## src/verilog/pmrb_consts.svh

```systemverilog
// register offsets, field positions, reset values and cycle counts of the register bank
`ifndef PMRB_CONSTS_SVH
`define PMRB_CONSTS_SVH

`define PMRB_ADDR_PART_REV      8'h00
`define PMRB_ADDR_IMAGE_REV     8'h01
`define PMRB_ADDR_CONV0_CTRL    8'h02
`define PMRB_ADDR_PG_CTRL_A     8'h15
`define PMRB_ADDR_PG_CTRL_B     8'h16
`define PMRB_ADDR_POWER_GOOD_FAULT_STATUS      8'h17
`define PMRB_ADDR_SW_RESET      8'h18
`define PMRB_ADDR_TOP_INT_A     8'h19
`define PMRB_ADDR_TOP_INT_B     8'h1A
`define PMRB_ADDR_CONV_INT      8'h1B
`define PMRB_ADDR_LIN_INT       8'h1C
`define PMRB_ADDR_TOP_STAT      8'h1D
`define PMRB_ADDR_CONV_STAT     8'h1E
`define PMRB_ADDR_LIN_STAT      8'h1F
`define PMRB_ADDR_TOP_MASK_A    8'h20
`define PMRB_ADDR_TOP_MASK_B    8'h21
`define PMRB_ADDR_CONV_MASK     8'h22
`define PMRB_ADDR_LIN_MASK      8'h23
`define PMRB_ADDR_LOAD_SEL      8'h24
`define PMRB_ADDR_LOAD_HIGH     8'h25
`define PMRB_ADDR_LOAD_LOW      8'h26

// converter-0 control fields and part register fields
`define PMRB_C0_FPWM_BIT        3
`define PMRB_C0_DISCH_BIT       2
`define PMRB_C0_PINGATE_BIT     1
`define PMRB_C0_EN_BIT          0
`define PMRB_C0_RSV_MASK        8'hF0
`define PMRB_C0_RESET           8'h07
`define PMRB_PART_ID_MSB        7
`define PMRB_PART_ID_LSB        6
`define PMRB_PART_LOW_RESET     6'h02

// read data appears this many cycles after the read strobe
`define PMRB_READ_LATENCY       1

`endif

```

## src/verilog/pmrb_pkg.sv

```systemverilog
// types shared by the power manager register bank
package pmrb_pkg;
  typedef logic [7:0] pmrb_byte_t;
  typedef enum logic [1:0] {
    PMRB_PH_IDLE,
    PMRB_PH_ADDR,
    PMRB_PH_DATA
  } pmrb_phase_t;
endpackage
```

## src/verilog/pmrb_bank.sv

```systemverilog
// power manager register bank behind the byte-wide serial-host transfer port
// Operation
// - part identifier read-only in bits 7:6
// - config image version read-only at address one
// - forced-pwm bit 3 defaults zero
// - discharge bit 2 applies resistor when off
// - pin gating bit 1 ANDs enable pin
// - enable bit 0 turns converter on
// - bits 7:4 reserved, reset zero
// - write address then data, index increments
// - no index increment during reads
`timescale 1ns/100ps
`default_nettype none
`include "pmrb_consts.svh"

module pmrb_bank #(
  parameter logic [1:0] PART_ID     = 2'h1, // arbitrary value
  parameter logic [7:0] IMAGE_REV   = 8'h5A // arbitrary value
) (
  // clock and reset
  input  wire logic              ref_clk_i,
  input  wire logic              rst_n_i,
  // transfer port from the serial front end
  input  wire logic              xfer_start_i,
  input  wire logic              xfer_stop_i,
  input  wire logic              byte_valid_i,
  input  wire pmrb_pkg::pmrb_byte_t byte_data_i,
  input  wire logic              read_req_i,
  output logic                   byte_ack_o,
  output pmrb_pkg::pmrb_byte_t   read_data_o,
  output logic                   read_valid_o,
  // pin and analogue status
  input  wire logic              en_pin_i,
  input  wire pmrb_pkg::pmrb_byte_t power_good_fault_status_i,
  input  wire pmrb_pkg::pmrb_byte_t top_stat_i,
  input  wire pmrb_pkg::pmrb_byte_t conv_stat_i,
  input  wire pmrb_pkg::pmrb_byte_t lin_stat_i,
  input  wire logic [8:0]        load_current_i,
  // converter-0 controls and a registered copy of the address index
  output logic                   conv0_on_o,
  output logic                   conv0_forced_pwm_o,
  output logic                   conv0_discharge_o,
  output pmrb_pkg::pmrb_byte_t   index_o
);
  import pmrb_pkg::*;

  pmrb_phase_t phase_q;
  pmrb_byte_t  index_q;
  pmrb_byte_t  conv0_control_q;
  pmrb_byte_t  store_q [0:11];
  logic        en_pin_m_q;
  logic        en_pin_q;
  pmrb_byte_t  power_good_fault_status_m_q, power_good_fault_status_q;
  pmrb_byte_t  top_stat_m_q, top_stat_q;
  pmrb_byte_t  conv_stat_m_q, conv_stat_q;
  pmrb_byte_t  lin_stat_m_q, lin_stat_q;
  logic [8:0]  load_m_q, load_q;
  logic        wr_data;
  logic        conv0_on_d;

  // plain read/write registers kept in a small array, slot per address
  function automatic logic [3:0] slot(input pmrb_byte_t a);
    unique case (a)
      `PMRB_ADDR_PG_CTRL_A:  slot = 4'h0;
      `PMRB_ADDR_PG_CTRL_B:  slot = 4'h1;
      `PMRB_ADDR_SW_RESET:   slot = 4'h2;
      `PMRB_ADDR_TOP_INT_A:  slot = 4'h3;
      `PMRB_ADDR_TOP_INT_B:  slot = 4'h4;
      `PMRB_ADDR_CONV_INT:   slot = 4'h5;
      `PMRB_ADDR_LIN_INT:    slot = 4'h6;
      `PMRB_ADDR_TOP_MASK_A: slot = 4'h7;
      `PMRB_ADDR_TOP_MASK_B: slot = 4'h8;
      `PMRB_ADDR_CONV_MASK:  slot = 4'h9;
      `PMRB_ADDR_LIN_MASK:   slot = 4'hA;
      `PMRB_ADDR_LOAD_SEL:   slot = 4'hB;
      default:               slot = 4'hF;
    endcase
  endfunction

  // pins and analogue flags are asynchronous, two flops before use
  // multi-bit words may tear for a cycle; every bit is a level, so a
  // torn read is still a valid mix of old and new flags
  always_ff @(posedge ref_clk_i or negedge rst_n_i) begin
    if (!rst_n_i) begin
      en_pin_m_q    <= 1'b0;
      en_pin_q      <= 1'b0;
      power_good_fault_status_m_q  <= 8'h00;
      power_good_fault_status_q    <= 8'h00;
      top_stat_m_q  <= 8'h00;
      top_stat_q    <= 8'h00;
      conv_stat_m_q <= 8'h00;
      conv_stat_q   <= 8'h00;
      lin_stat_m_q  <= 8'h00;
      lin_stat_q    <= 8'h00;
      load_m_q      <= 9'h000;
      load_q        <= 9'h000;
    end else begin
      en_pin_m_q    <= en_pin_i;
      en_pin_q      <= en_pin_m_q;
      power_good_fault_status_m_q  <= power_good_fault_status_i;
      power_good_fault_status_q    <= power_good_fault_status_m_q;
      top_stat_m_q  <= top_stat_i;
      top_stat_q    <= top_stat_m_q;
      conv_stat_m_q <= conv_stat_i;
      conv_stat_q   <= conv_stat_m_q;
      lin_stat_m_q  <= lin_stat_i;
      lin_stat_q    <= lin_stat_m_q;
      load_m_q      <= load_current_i;
      load_q        <= load_m_q;
    end
  end

  assign wr_data = byte_valid_i && (phase_q == PMRB_PH_DATA);

  // transfer phase: first byte after start is the index, then data bytes
  // stop wins over start so a repeated start never leaves a stale phase
  always_ff @(posedge ref_clk_i or negedge rst_n_i) begin
    if (!rst_n_i) begin
      phase_q <= PMRB_PH_IDLE;
    end else if (xfer_stop_i) begin
      phase_q <= PMRB_PH_IDLE;
    end else if (xfer_start_i) begin
      phase_q <= PMRB_PH_ADDR;
    end else if (byte_valid_i && phase_q == PMRB_PH_ADDR) begin
      phase_q <= PMRB_PH_DATA;
    end
  end

  // address index: loaded by the index byte, bumped per data byte only
  // index wraps at the top; a host must not burst past the map end
  always_ff @(posedge ref_clk_i or negedge rst_n_i) begin
    if (!rst_n_i) begin
      index_q <= 8'h00;
    end else if (byte_valid_i && phase_q == PMRB_PH_ADDR) begin
      index_q <= byte_data_i;
    end else if (wr_data) begin
      index_q <= index_q + 8'h01;
    end
    // reads leave the index where it is
  end

  // every byte received inside a transfer is acknowledged one cycle later
  always_ff @(posedge ref_clk_i or negedge rst_n_i) begin
    if (!rst_n_i) begin
      byte_ack_o <= 1'b0;
    end else begin
      byte_ack_o <= byte_valid_i && (phase_q != PMRB_PH_IDLE);
    end
  end

  // converter-0 control; reserved bits always stored as zero
  always_ff @(posedge ref_clk_i or negedge rst_n_i) begin
    if (!rst_n_i) begin
      conv0_control_q <= `PMRB_C0_RESET;
    end else if (wr_data && index_q == `PMRB_ADDR_CONV0_CTRL) begin
      conv0_control_q <= byte_data_i & ~`PMRB_C0_RSV_MASK;
    end
  end

  // plain read/write registers; writes to read-only addresses fall through
  always_ff @(posedge ref_clk_i or negedge rst_n_i) begin
    if (!rst_n_i) begin
      for (int i = 0; i < 12; i++) begin
        store_q[i] <= 8'h00;
      end
    end else if (wr_data && slot(index_q) != 4'hF) begin
      store_q[slot(index_q)] <= byte_data_i;
    end
  end

  // read path: one registered byte, no state is touched by a read
  // status is two cycles old when read, fine for slow analogue flags
  always_ff @(posedge ref_clk_i or negedge rst_n_i) begin
    if (!rst_n_i) begin
      read_data_o  <= 8'h00;
      read_valid_o <= 1'b0;
    end else begin
      read_valid_o <= read_req_i;
      if (read_req_i) begin
        unique case (index_q)
          `PMRB_ADDR_PART_REV:   read_data_o <= {PART_ID, `PMRB_PART_LOW_RESET};
          `PMRB_ADDR_IMAGE_REV:  read_data_o <= IMAGE_REV;
          `PMRB_ADDR_CONV0_CTRL: read_data_o <= conv0_control_q;
          `PMRB_ADDR_POWER_GOOD_FAULT_STATUS:   read_data_o <= power_good_fault_status_q & 8'h0F;
          `PMRB_ADDR_TOP_STAT:   read_data_o <= top_stat_q;
          `PMRB_ADDR_CONV_STAT:  read_data_o <= conv_stat_q;
          `PMRB_ADDR_LIN_STAT:   read_data_o <= lin_stat_q;
          `PMRB_ADDR_LOAD_HIGH:  read_data_o <= {7'h00, load_q[8]};
          `PMRB_ADDR_LOAD_LOW:   read_data_o <= load_q[7:0];
          default: begin
            if (slot(index_q) != 4'hF) begin
              read_data_o <= store_q[slot(index_q)];
            end else begin
              read_data_o <= 8'h00; // unmapped reads as zero
            end
          end
        endcase
      end
    end
  end

  // converter-0 on when enable bit set, and pin too if gating selected
  assign conv0_on_d = conv0_control_q[`PMRB_C0_EN_BIT] &&
                      (!conv0_control_q[`PMRB_C0_PINGATE_BIT] || en_pin_q);

  // registered drive to the converter
  always_ff @(posedge ref_clk_i or negedge rst_n_i) begin
    if (!rst_n_i) begin
      conv0_on_o         <= 1'b0;
      conv0_forced_pwm_o <= 1'b0;
      conv0_discharge_o  <= 1'b0;
      index_o            <= 8'h00;
    end else begin
      conv0_on_o         <= conv0_on_d;
      conv0_forced_pwm_o <= conv0_control_q[`PMRB_C0_FPWM_BIT];
      // resistor only while the converter is off
      conv0_discharge_o  <= conv0_control_q[`PMRB_C0_DISCH_BIT] && !conv0_on_d;
      index_o            <= index_q;
    end
  end

  // checks
  a_index_incr: assert property (@(posedge ref_clk_i) disable iff (!rst_n_i)
    wr_data && !xfer_stop_i && !xfer_start_i |=> index_q == $past(index_q) + 8'h01)
    else $error("index did not advance after data byte");
  a_read_hold: assert property (@(posedge ref_clk_i) disable iff (!rst_n_i)
    read_req_i && !byte_valid_i |=> index_q == $past(index_q))
    else $error("index moved during read");
  a_ack_byte: assert property (@(posedge ref_clk_i) disable iff (!rst_n_i)
    byte_valid_i && phase_q != PMRB_PH_IDLE |=> byte_ack_o)
    else $error("byte not acknowledged");
  a_rsv_zero: assert property (@(posedge ref_clk_i) disable iff (!rst_n_i)
    conv0_control_q[7:4] == 4'h0)
    else $error("reserved converter bits set");
  a_part_id: assert property (@(posedge ref_clk_i) disable iff (!rst_n_i)
    read_req_i && index_q == `PMRB_ADDR_PART_REV |=> read_data_o[7:6] == PART_ID)
    else $error("part identifier wrong");
  a_image_rev: assert property (@(posedge ref_clk_i) disable iff (!rst_n_i)
    read_req_i && index_q == `PMRB_ADDR_IMAGE_REV |=> read_data_o == IMAGE_REV)
    else $error("image version wrong");
  a_conv_on: assert property (@(posedge ref_clk_i) disable iff (!rst_n_i)
    conv0_control_q[1] && !en_pin_q |=> !conv0_on_o)
    else $error("converter on without pin");
  a_conv_en: assert property (@(posedge ref_clk_i) disable iff (!rst_n_i)
    conv0_control_q[0] && !conv0_control_q[1] |=> conv0_on_o)
    else $error("converter off while enabled");
  a_discharge: assert property (@(posedge ref_clk_i) disable iff (!rst_n_i)
    conv0_discharge_o |-> !conv0_on_o && $past(conv0_control_q[2]))
    else $error("discharge while on");
  a_fpwm: assert property (@(posedge ref_clk_i) disable iff (!rst_n_i)
    ##1 conv0_forced_pwm_o == $past(conv0_control_q[3]))
    else $error("forced pwm mismatch");
  a_ro_write: assert property (@(posedge ref_clk_i) disable iff (!rst_n_i)
    wr_data && index_q == `PMRB_ADDR_IMAGE_REV |=> conv0_control_q == $past(conv0_control_q))
    else $error("read-only write disturbed state");


  // transfer framing and acknowledge
  a_ack_idle: assert property (@(posedge ref_clk_i) disable iff (!rst_n_i)
    byte_valid_i && phase_q == PMRB_PH_IDLE |=> !byte_ack_o)
    else $error("byte acknowledged outside a transfer");
  a_ack_none: assert property (@(posedge ref_clk_i) disable iff (!rst_n_i)
    !byte_valid_i |=> !byte_ack_o)
    else $error("acknowledge without a byte");
  a_phase_stop: assert property (@(posedge ref_clk_i) disable iff (!rst_n_i)
    xfer_stop_i |=> phase_q == PMRB_PH_IDLE)
    else $error("stop did not end the transfer");

  // index handling
  a_index_load: assert property (@(posedge ref_clk_i) disable iff (!rst_n_i)
    byte_valid_i && phase_q == PMRB_PH_ADDR |=> index_q == $past(byte_data_i))
    else $error("index byte not taken");

  // read strobe timing and data hold
  a_read_valid: assert property (@(posedge ref_clk_i) disable iff (!rst_n_i)
    1'b1 |=> read_valid_o == $past(read_req_i))
    else $error("read valid not one cycle after strobe");
  a_data_hold: assert property (@(posedge ref_clk_i) disable iff (!rst_n_i)
    !read_req_i |=> read_data_o == $past(read_data_o))
    else $error("read data moved without a strobe");

  // converter-0 control register contents
  a_ctrl_write: assert property (@(posedge ref_clk_i) disable iff (!rst_n_i)
    wr_data && index_q == `PMRB_ADDR_CONV0_CTRL |=>
      conv0_control_q == ($past(byte_data_i) & 8'h0F))
    else $error("control write not stored");
  a_read_ctrl: assert property (@(posedge ref_clk_i) disable iff (!rst_n_i)
    read_req_i && index_q == `PMRB_ADDR_CONV0_CTRL |=> read_data_o == $past(conv0_control_q))
    else $error("control read wrong");

  // read-only places and storage hold
  a_part_low: assert property (@(posedge ref_clk_i) disable iff (!rst_n_i)
    read_req_i && index_q == `PMRB_ADDR_PART_REV |=> read_data_o[5:0] == `PMRB_PART_LOW_RESET)
    else $error("part register low bits wrong");
  a_stat_read: assert property (@(posedge ref_clk_i) disable iff (!rst_n_i)
    read_req_i && index_q == `PMRB_ADDR_TOP_STAT |=> read_data_o == $past(top_stat_q))
    else $error("status read wrong");
  a_load_high: assert property (@(posedge ref_clk_i) disable iff (!rst_n_i)
    read_req_i && index_q == `PMRB_ADDR_LOAD_HIGH |=> read_data_o[7:1] == 7'h00)
    else $error("load high upper bits set");
  a_unmapped: assert property (@(posedge ref_clk_i) disable iff (!rst_n_i)
    read_req_i && index_q > `PMRB_ADDR_LOAD_LOW |=> read_data_o == 8'h00)
    else $error("unmapped read not zero");
  a_store_hold: assert property (@(posedge ref_clk_i) disable iff (!rst_n_i)
    !wr_data |=> store_q[4'hB] == $past(store_q[4'hB]))
    else $error("storage changed without a write");

  // converter-0 drive
  a_dis_on: assert property (@(posedge ref_clk_i) disable iff (!rst_n_i)
    conv0_on_o |-> !conv0_discharge_o)
    else $error("discharge applied while running");
  a_dis_set: assert property (@(posedge ref_clk_i) disable iff (!rst_n_i)
    conv0_control_q[2] && !conv0_on_d |=> conv0_discharge_o)
    else $error("discharge missing while off");
  a_off_clear: assert property (@(posedge ref_clk_i) disable iff (!rst_n_i)
    !conv0_control_q[0] |=> !conv0_on_o)
    else $error("converter on with enable clear");
  a_en_gated: assert property (@(posedge ref_clk_i) disable iff (!rst_n_i)
    conv0_control_q[1:0] == 2'b11 && en_pin_q |=> conv0_on_o)
    else $error("converter off with bit and pin set");

  // main scenarios seen
  c_burst: cover property (@(posedge ref_clk_i) disable iff (!rst_n_i)
    wr_data ##1 wr_data);
  c_read: cover property (@(posedge ref_clk_i) disable iff (!rst_n_i)
    read_req_i && index_q == `PMRB_ADDR_CONV0_CTRL);
  c_gated: cover property (@(posedge ref_clk_i) disable iff (!rst_n_i)
    conv0_control_q[1] && en_pin_q ##1 conv0_on_o);
  c_discharge: cover property (@(posedge ref_clk_i) disable iff (!rst_n_i)
    conv0_discharge_o);
  c_ro_write: cover property (@(posedge ref_clk_i) disable iff (!rst_n_i)
    wr_data && index_q == `PMRB_ADDR_IMAGE_REV);
endmodule
`default_nettype wire

```

## config.mk

```make
export PLATFORM = sky130hd
export DESIGN_NAME = pmrb_bank
export DESIGN_NICKNAME = d
export VERILOG_FILES = /design/src/verilog/pmrb_pkg.sv /design/src/verilog/pmrb_bank.sv
export VERILOG_INCLUDE_DIRS = /design/src /design/src/verilog
export SDC_FILE = /design/constraint.sdc
export NUM_CORES = 1
export LEC_CHECK = 0
export CAP_MARGIN = 10
export CORE_ASPECT_RATIO = 2
export CORE_MARGIN = 1
export CORE_UTILIZATION = 30
export DETAILED_ROUTE_END_ITERATION = 8
export DONT_BUFFER_PORTS = 1
export HOLD_SLACK_MARGIN = 0.03
export PLACE_DENSITY = 0.49
export SYNTH_ARGS = -nofsm -noshare
export SYNTH_HDL_FRONTEND = slang
export SYNTH_SLANG_ARGS = --single-unit
export TNS_END_PERCENT = 1
```

## constraint.sdc

```tcl
create_clock -name ref_clk_i -period 2.8 [get_ports ref_clk_i]
set_clock_uncertainty 0.05 [all_clocks]
set_input_delay 0.14 -clock ref_clk_i [delete_from_list [all_inputs] [get_ports ref_clk_i]]
set_output_delay 0.14 -clock ref_clk_i [all_outputs]
set_load 0.01 [all_outputs]
```

# Word level (Yosys, flattened, before mapping)
# Cells that the tools add are included.
# op_classes
addsub	1
n_lt_le_gt_ge	3
n_eq_ne	24
muxes	20
bitwise_logic	2
n_reduce_logical	16
# ops
cell	count
96-bit bitwise mux	1
8-bit by 5-bit equality test with 1-bit output (second input constant)	11
8-bit case mux with 9 select lines	1
8-bit by 6-bit equality test with 1-bit output (second input constant)	7
8-bit two-way mux	6
4-bit case mux with 12 select lines	1
8-bit binary-select mux with 4-bit select	1
8-bit demux with 4-bit select	1
4-bit two-way mux	6
5-bit greater-or-equal comparator (second input constant)	2
4-bit NOT with 5-bit output	2
9-bit OR reduction	1
8-bit by 1-bit adder with 8-bit output (second input constant)	1
8-bit by 1-bit equality test with 1-bit output (second input constant)	1
8-bit by 2-bit equality test with 1-bit output (second input constant)	1
1-bit logical AND	8
8-bit zero test	1
4-bit != test (second input constant)	2
2-bit two-way mux	3
5-bit by 1-bit less-than comparator with 1-bit output (second input constant)	1
2-bit nonzero test	2
3-bit nonzero test	1
2-bit by 1-bit equality test with 1-bit output (second input constant)	1
2-bit equality test (second input constant)	1
other kinds (2)	3
# word_totals
ff_bits	207
input_bits	56
output_inout_bits	21
elab_cells	100

# Depth between registers and ports, before layout
# depth
ltp_word	14
mapped_depth	13
ltp_nobuf	10

# Least setup slack after synthesis
# OpenSTA, ideal clock, no wires.
# synth_timing
path_kind	reg-to-reg
from	register index_q[0]
to	register store_q[24] (netlist bit)
setup_ps	125
arrival_ps	2545
t_required_ps	2625
setup_slack_ps	81
stages_incl_launch_ff	9
n_path_buf	1
synth_period_minus_slack_ps	2719
path_cell_list	dfrtp_1 > ha_1 > clkbuf_1 > or3_1 > nand4_1 > o21ai_1 > or4_1 > nor2_2 > mux2_2
# synth_between
elab_chain_cells	9
word_cells_on_any_way	23
cone_classes	order compare (2); eq/ne (13); mux (5); bitwise (1); reduce/logical (2)
# synth_lines
item	line_no	rtl
start, declared	pmrb_bank.sv:48	pmrb_byte_t index_q;
start signal, assigned	pmrb_bank.sv:135	index_q <= byte_data_i;
start signal, assigned	pmrb_bank.sv:137	index_q <= index_q + 8'h01;
8-bit by 6-bit equality test with 1-bit output or 8-bit by 5-bit equality test with 1-bit output (tied branches)	pmrb_bank.sv:63	unique case (a)
4-bit case mux with 12 select lines *	pmrb_bank.sv:63	
4-bit two-way mux	pmrb_bank.sv:166	end else if (wr_data && slot(index_q) != 4'hF) begin
4-bit NOT with 5-bit output (not written as such)	pmrb_bank.sv:167	store_q[slot(index_q)] <= byte_data_i;
5-bit greater-or-equal comparator (not written as such) or 5-bit by 1-bit less-than comparator with 1-bit output (tied branches)	pmrb_bank.sv:167	
1-bit logical AND (not written as such)	pmrb_bank.sv:167	
8-bit two-way mux (not written as such)	pmrb_bank.sv:167	
8-bit demux with 4-bit select	pmrb_bank.sv:167	
96-bit bitwise mux	pmrb_bank.sv:167	
end signal, assigned by index	pmrb_bank.sv:167	
end, declared	pmrb_bank.sv:50	pmrb_byte_t store_q [0:11];
# Every way passes the cells marked *; elsewhere a longest branch is shown, timed or not. The select of a mux whose other input is x is not followed.
# A chain may end at the register's enable or synchronous reset.

# Worst setup path in the final report
# layout_timing
from	register index_q[0]
to	register store_q[1] (netlist bit)
# Same word-level chain as after synthesis.

==> out/results.ini <==
[outcome]
outcome=finished, violations left
violations=negative hold slack

[global_routing]
grt_usage=0.176
grt_pass1_wl_um=37800
antenna_found_initial=0
grt_pass1_vias=6408
overflow=0
grt_max_degree=208

[power_and_ir_drop]
swShare=0.274
p_leak_nw=4.89
seqPwrFrac=0.441
pwr-share-clk=0.393
max-vdd-ir-drop_mv=0.622
power_density_nw_per_um2=679
pwr-share-comb=0.166
switchingPower_mw=2.03
intPower_mw=5.40

[setup_path]
startpoint_type=register
end_kind=register
worstSetupPathType=register to register
cp.required_ps=3130
crit_arrival_ps=3100
cp_max_fo=8

[final_layout]
n_antenna_cell=0
seq_area_um2=5190
fill_cells=2713
nets=847
multi_input_area_um2=3280
final_cell_mix=199 x dfrtp_1, 94 x mux2_2, 80 x buf_4
finalNonFillerCells=1153
final_common_cell=dfrtp_1
drive_gt1_frac=0.356
areaGrowthSynthToFinish_pct=30.4
design_area_um2=11000

[clocking]
path_clk_slew_ps=70
clock_latency_ps=520
cts_sinks=207
clockBufferDepth=3
hold_buffers=54
cts_tree=yes
cts_made_buffers=20
root_buffer=clkbuf_16
cts-htree-levels=1

[sta]
hold_viol=207
drv_slew=0
final.period_utilization=0.986
hold-worst-slack_ps=-737
fin_ws_ps=38.8
setup-violations-final=0
worst_slew_pin_slew_ps=818
min_period_ps=2760
rsz0062_at_grt=yes
slew_headroom=0.453
max_freq_mhz=362

[synth]
synth_area_leaders=dfrtp_1 61%, mux2_2 13%, nand2_1 2.3%, o22ai_1 2.0%, a21oi_1 1.4%
synth_cell_types=66
ys_ff_latch=207
synthArstFlopShare=1.00
synth_ff_type=dfrtp_1
yosysWarnings=0
seq_area_frac_synth=0.617
synthDominantCellAreaShare=0.608
synth_top_area_cell=dfrtp_1
synthCells=655
synth_fp_nets=715
synth_edf_count=0
syn-cell-area_um2=8400
avgSynthCellArea_um2=12.8

[placed_design]
dp_hpwl_um=17000
placed_area_um2=9390
place_inst=1058
preCtsSetupSlack_ps=-236
portBuffers=0
gp_congestion=0.902

[routing]
vias=5906
drt_iter0_drc=232
drc=0
ant_nets=0
firstDrtPassIters=5
vias_per_cell=5.12
routedWlPerCell_um=21.1
routed_wl_um=24300

[die]
die_w_um=120
fp.dieH_um=239
rows=86
core_area_um2=27500
dieArea_um2=28700
io_pins=77
initial_utilization=0.305

[worst_hold_path]
min_path_type=primary input to asynchronous set/reset pin

[flow_run]
drv_cap=0

per-stage QoR:
| step | setup TNS, ps | util | total power [mW] |
|---|---|---|---|
| 2_1_floorplan | 0 | - | 3.83 |
| 3_3_place_gp | -1600 | 0.341 | 4.29 |
| 3_5_place_dp | -2700 | 0.341 | 4.29 |
| 4_1_cts | -17.7 | 0.390 | 7.40 |
| 5_1_grt | -311 | 0.398 | 7.71 |
| 6_report | 0 | 0.398 | 7.43 |
repair_timing:
action | 4_1_cts | 5_1_grt
pin swaps | 4 | 12
gates resized for setup | 16 | 42
endpoints found under the hold margin | 365 | 207
setup endpoints to repair | 50 | 88
buffers inserted | 4 | 1
sequential cells by signal, indices dropped and copies added (netlist names), 2 cells and up:
register                     count
top_stat_q                       8
store_q                         96
top_stat_m_q                     8
read_data_o                      8
lin_stat_q                       8
phase_q                          2
index_q                          8
load_m_q                         9
conv_stat_m_q                    8
index_o                          8
power_good_fault_status_q        4
conv_stat_q                      8
conv0_control_q                  4
power_good_fault_status_m_q      4
lin_stat_m_q                     8
load_q                           9
critical path, cell delays in order (launching register included):
cell and delay, ps:
dfrtp_2 450, inv_2 80, ha_4 190, or3_4 430, a21oi_4 180, o22ai_4 120
a21boi_4 170, buf_12 130, buf_6 110, buf_4 130, nor2_4 100, buf_12 140
mux2_2 330
synthesized netlist by cell type, drive strengths merged, types with 4 or more instances:
library cell	number
clkbuf	28
a31oi	9
nor3	11
o31ai	4
nor4	4
nand2b	4
o2111ai	4
a21oi	24
nand3	18
ha	4
mux2	100
a32o	4
o21ai	28
buf	7
nand2	52
o221ai	4
inv	5
nor2	37
dfrtp	204
a221o	5
o311ai	4
and2	4
and3	6
a22oi	12
nand4	4
o22ai	28
power by group through the flow:
stage	registers [mW]	logic [mW]	clock network, mW
floorplan	3.28	0.557	0
global placement	3.32	0.964	0
detailed placement	3.33	0.965	0
CTS	3.27	1.14	3.00
global route	3.29	1.33	3.09
finish	3.28	1.24	2.92
cell type report:
cell class | instances | share of cell area
clock inverter | 13 | 0.0151
timing repair buffer | 145 | 0.120
clock buffer | 23 | 0.0496
multi-input combinational | 408 | 0.299
tap | 352 | 0.0402
sequential | 207 | 0.474
inverter | 5 | 0.00171
final timing paths:
path	startpoint	end	slack, ps	cells after the start
max	index_q[0]$_DFFE_PN0P_	store_q[1]$_DFFE_PN0P_	40	12
min	rst_n_i	lin_stat_m_q[3]$_DFF_PN0_	-740	0
max reg2reg	index_q[0]$_DFFE_PN0P_	store_q[1]$_DFFE_PN0P_	40	12
min reg2reg	load_m_q[0]$_DFF_PN0_	load_q[0]$_DFF_PN0_	300	0
max in group asynchronous	rst_n_i	store_q[88]$_DFFE_PN0P_	3140	0
min in group ref_clk_i	read_req_i	read_data_o[6]$_DFFE_PN0P_	50	3
per-layer routing:
metal,vias up,track usage,wire length (µm)
met5,-,0,0
met4,0,0.111,1320
met3,58,0.0200,885
met2,154,0.331,13800
met1,3033,0.181,8300
li1,2661,-,-
cell families after synthesis:
| group | Yosys count | synth area share |
|---|---|---|
| compound gates | 146 | 0.121 |
| fa+ha+maj | 4 | 0.00596 |
| buf+inv | 40 | 0.0210 |
| flops | 207 | 0.617 |
| mux | 102 | 0.139 |
| simple gates | 156 | 0.0955 |
No activity file was read; power rests on OpenSTA's default activity.
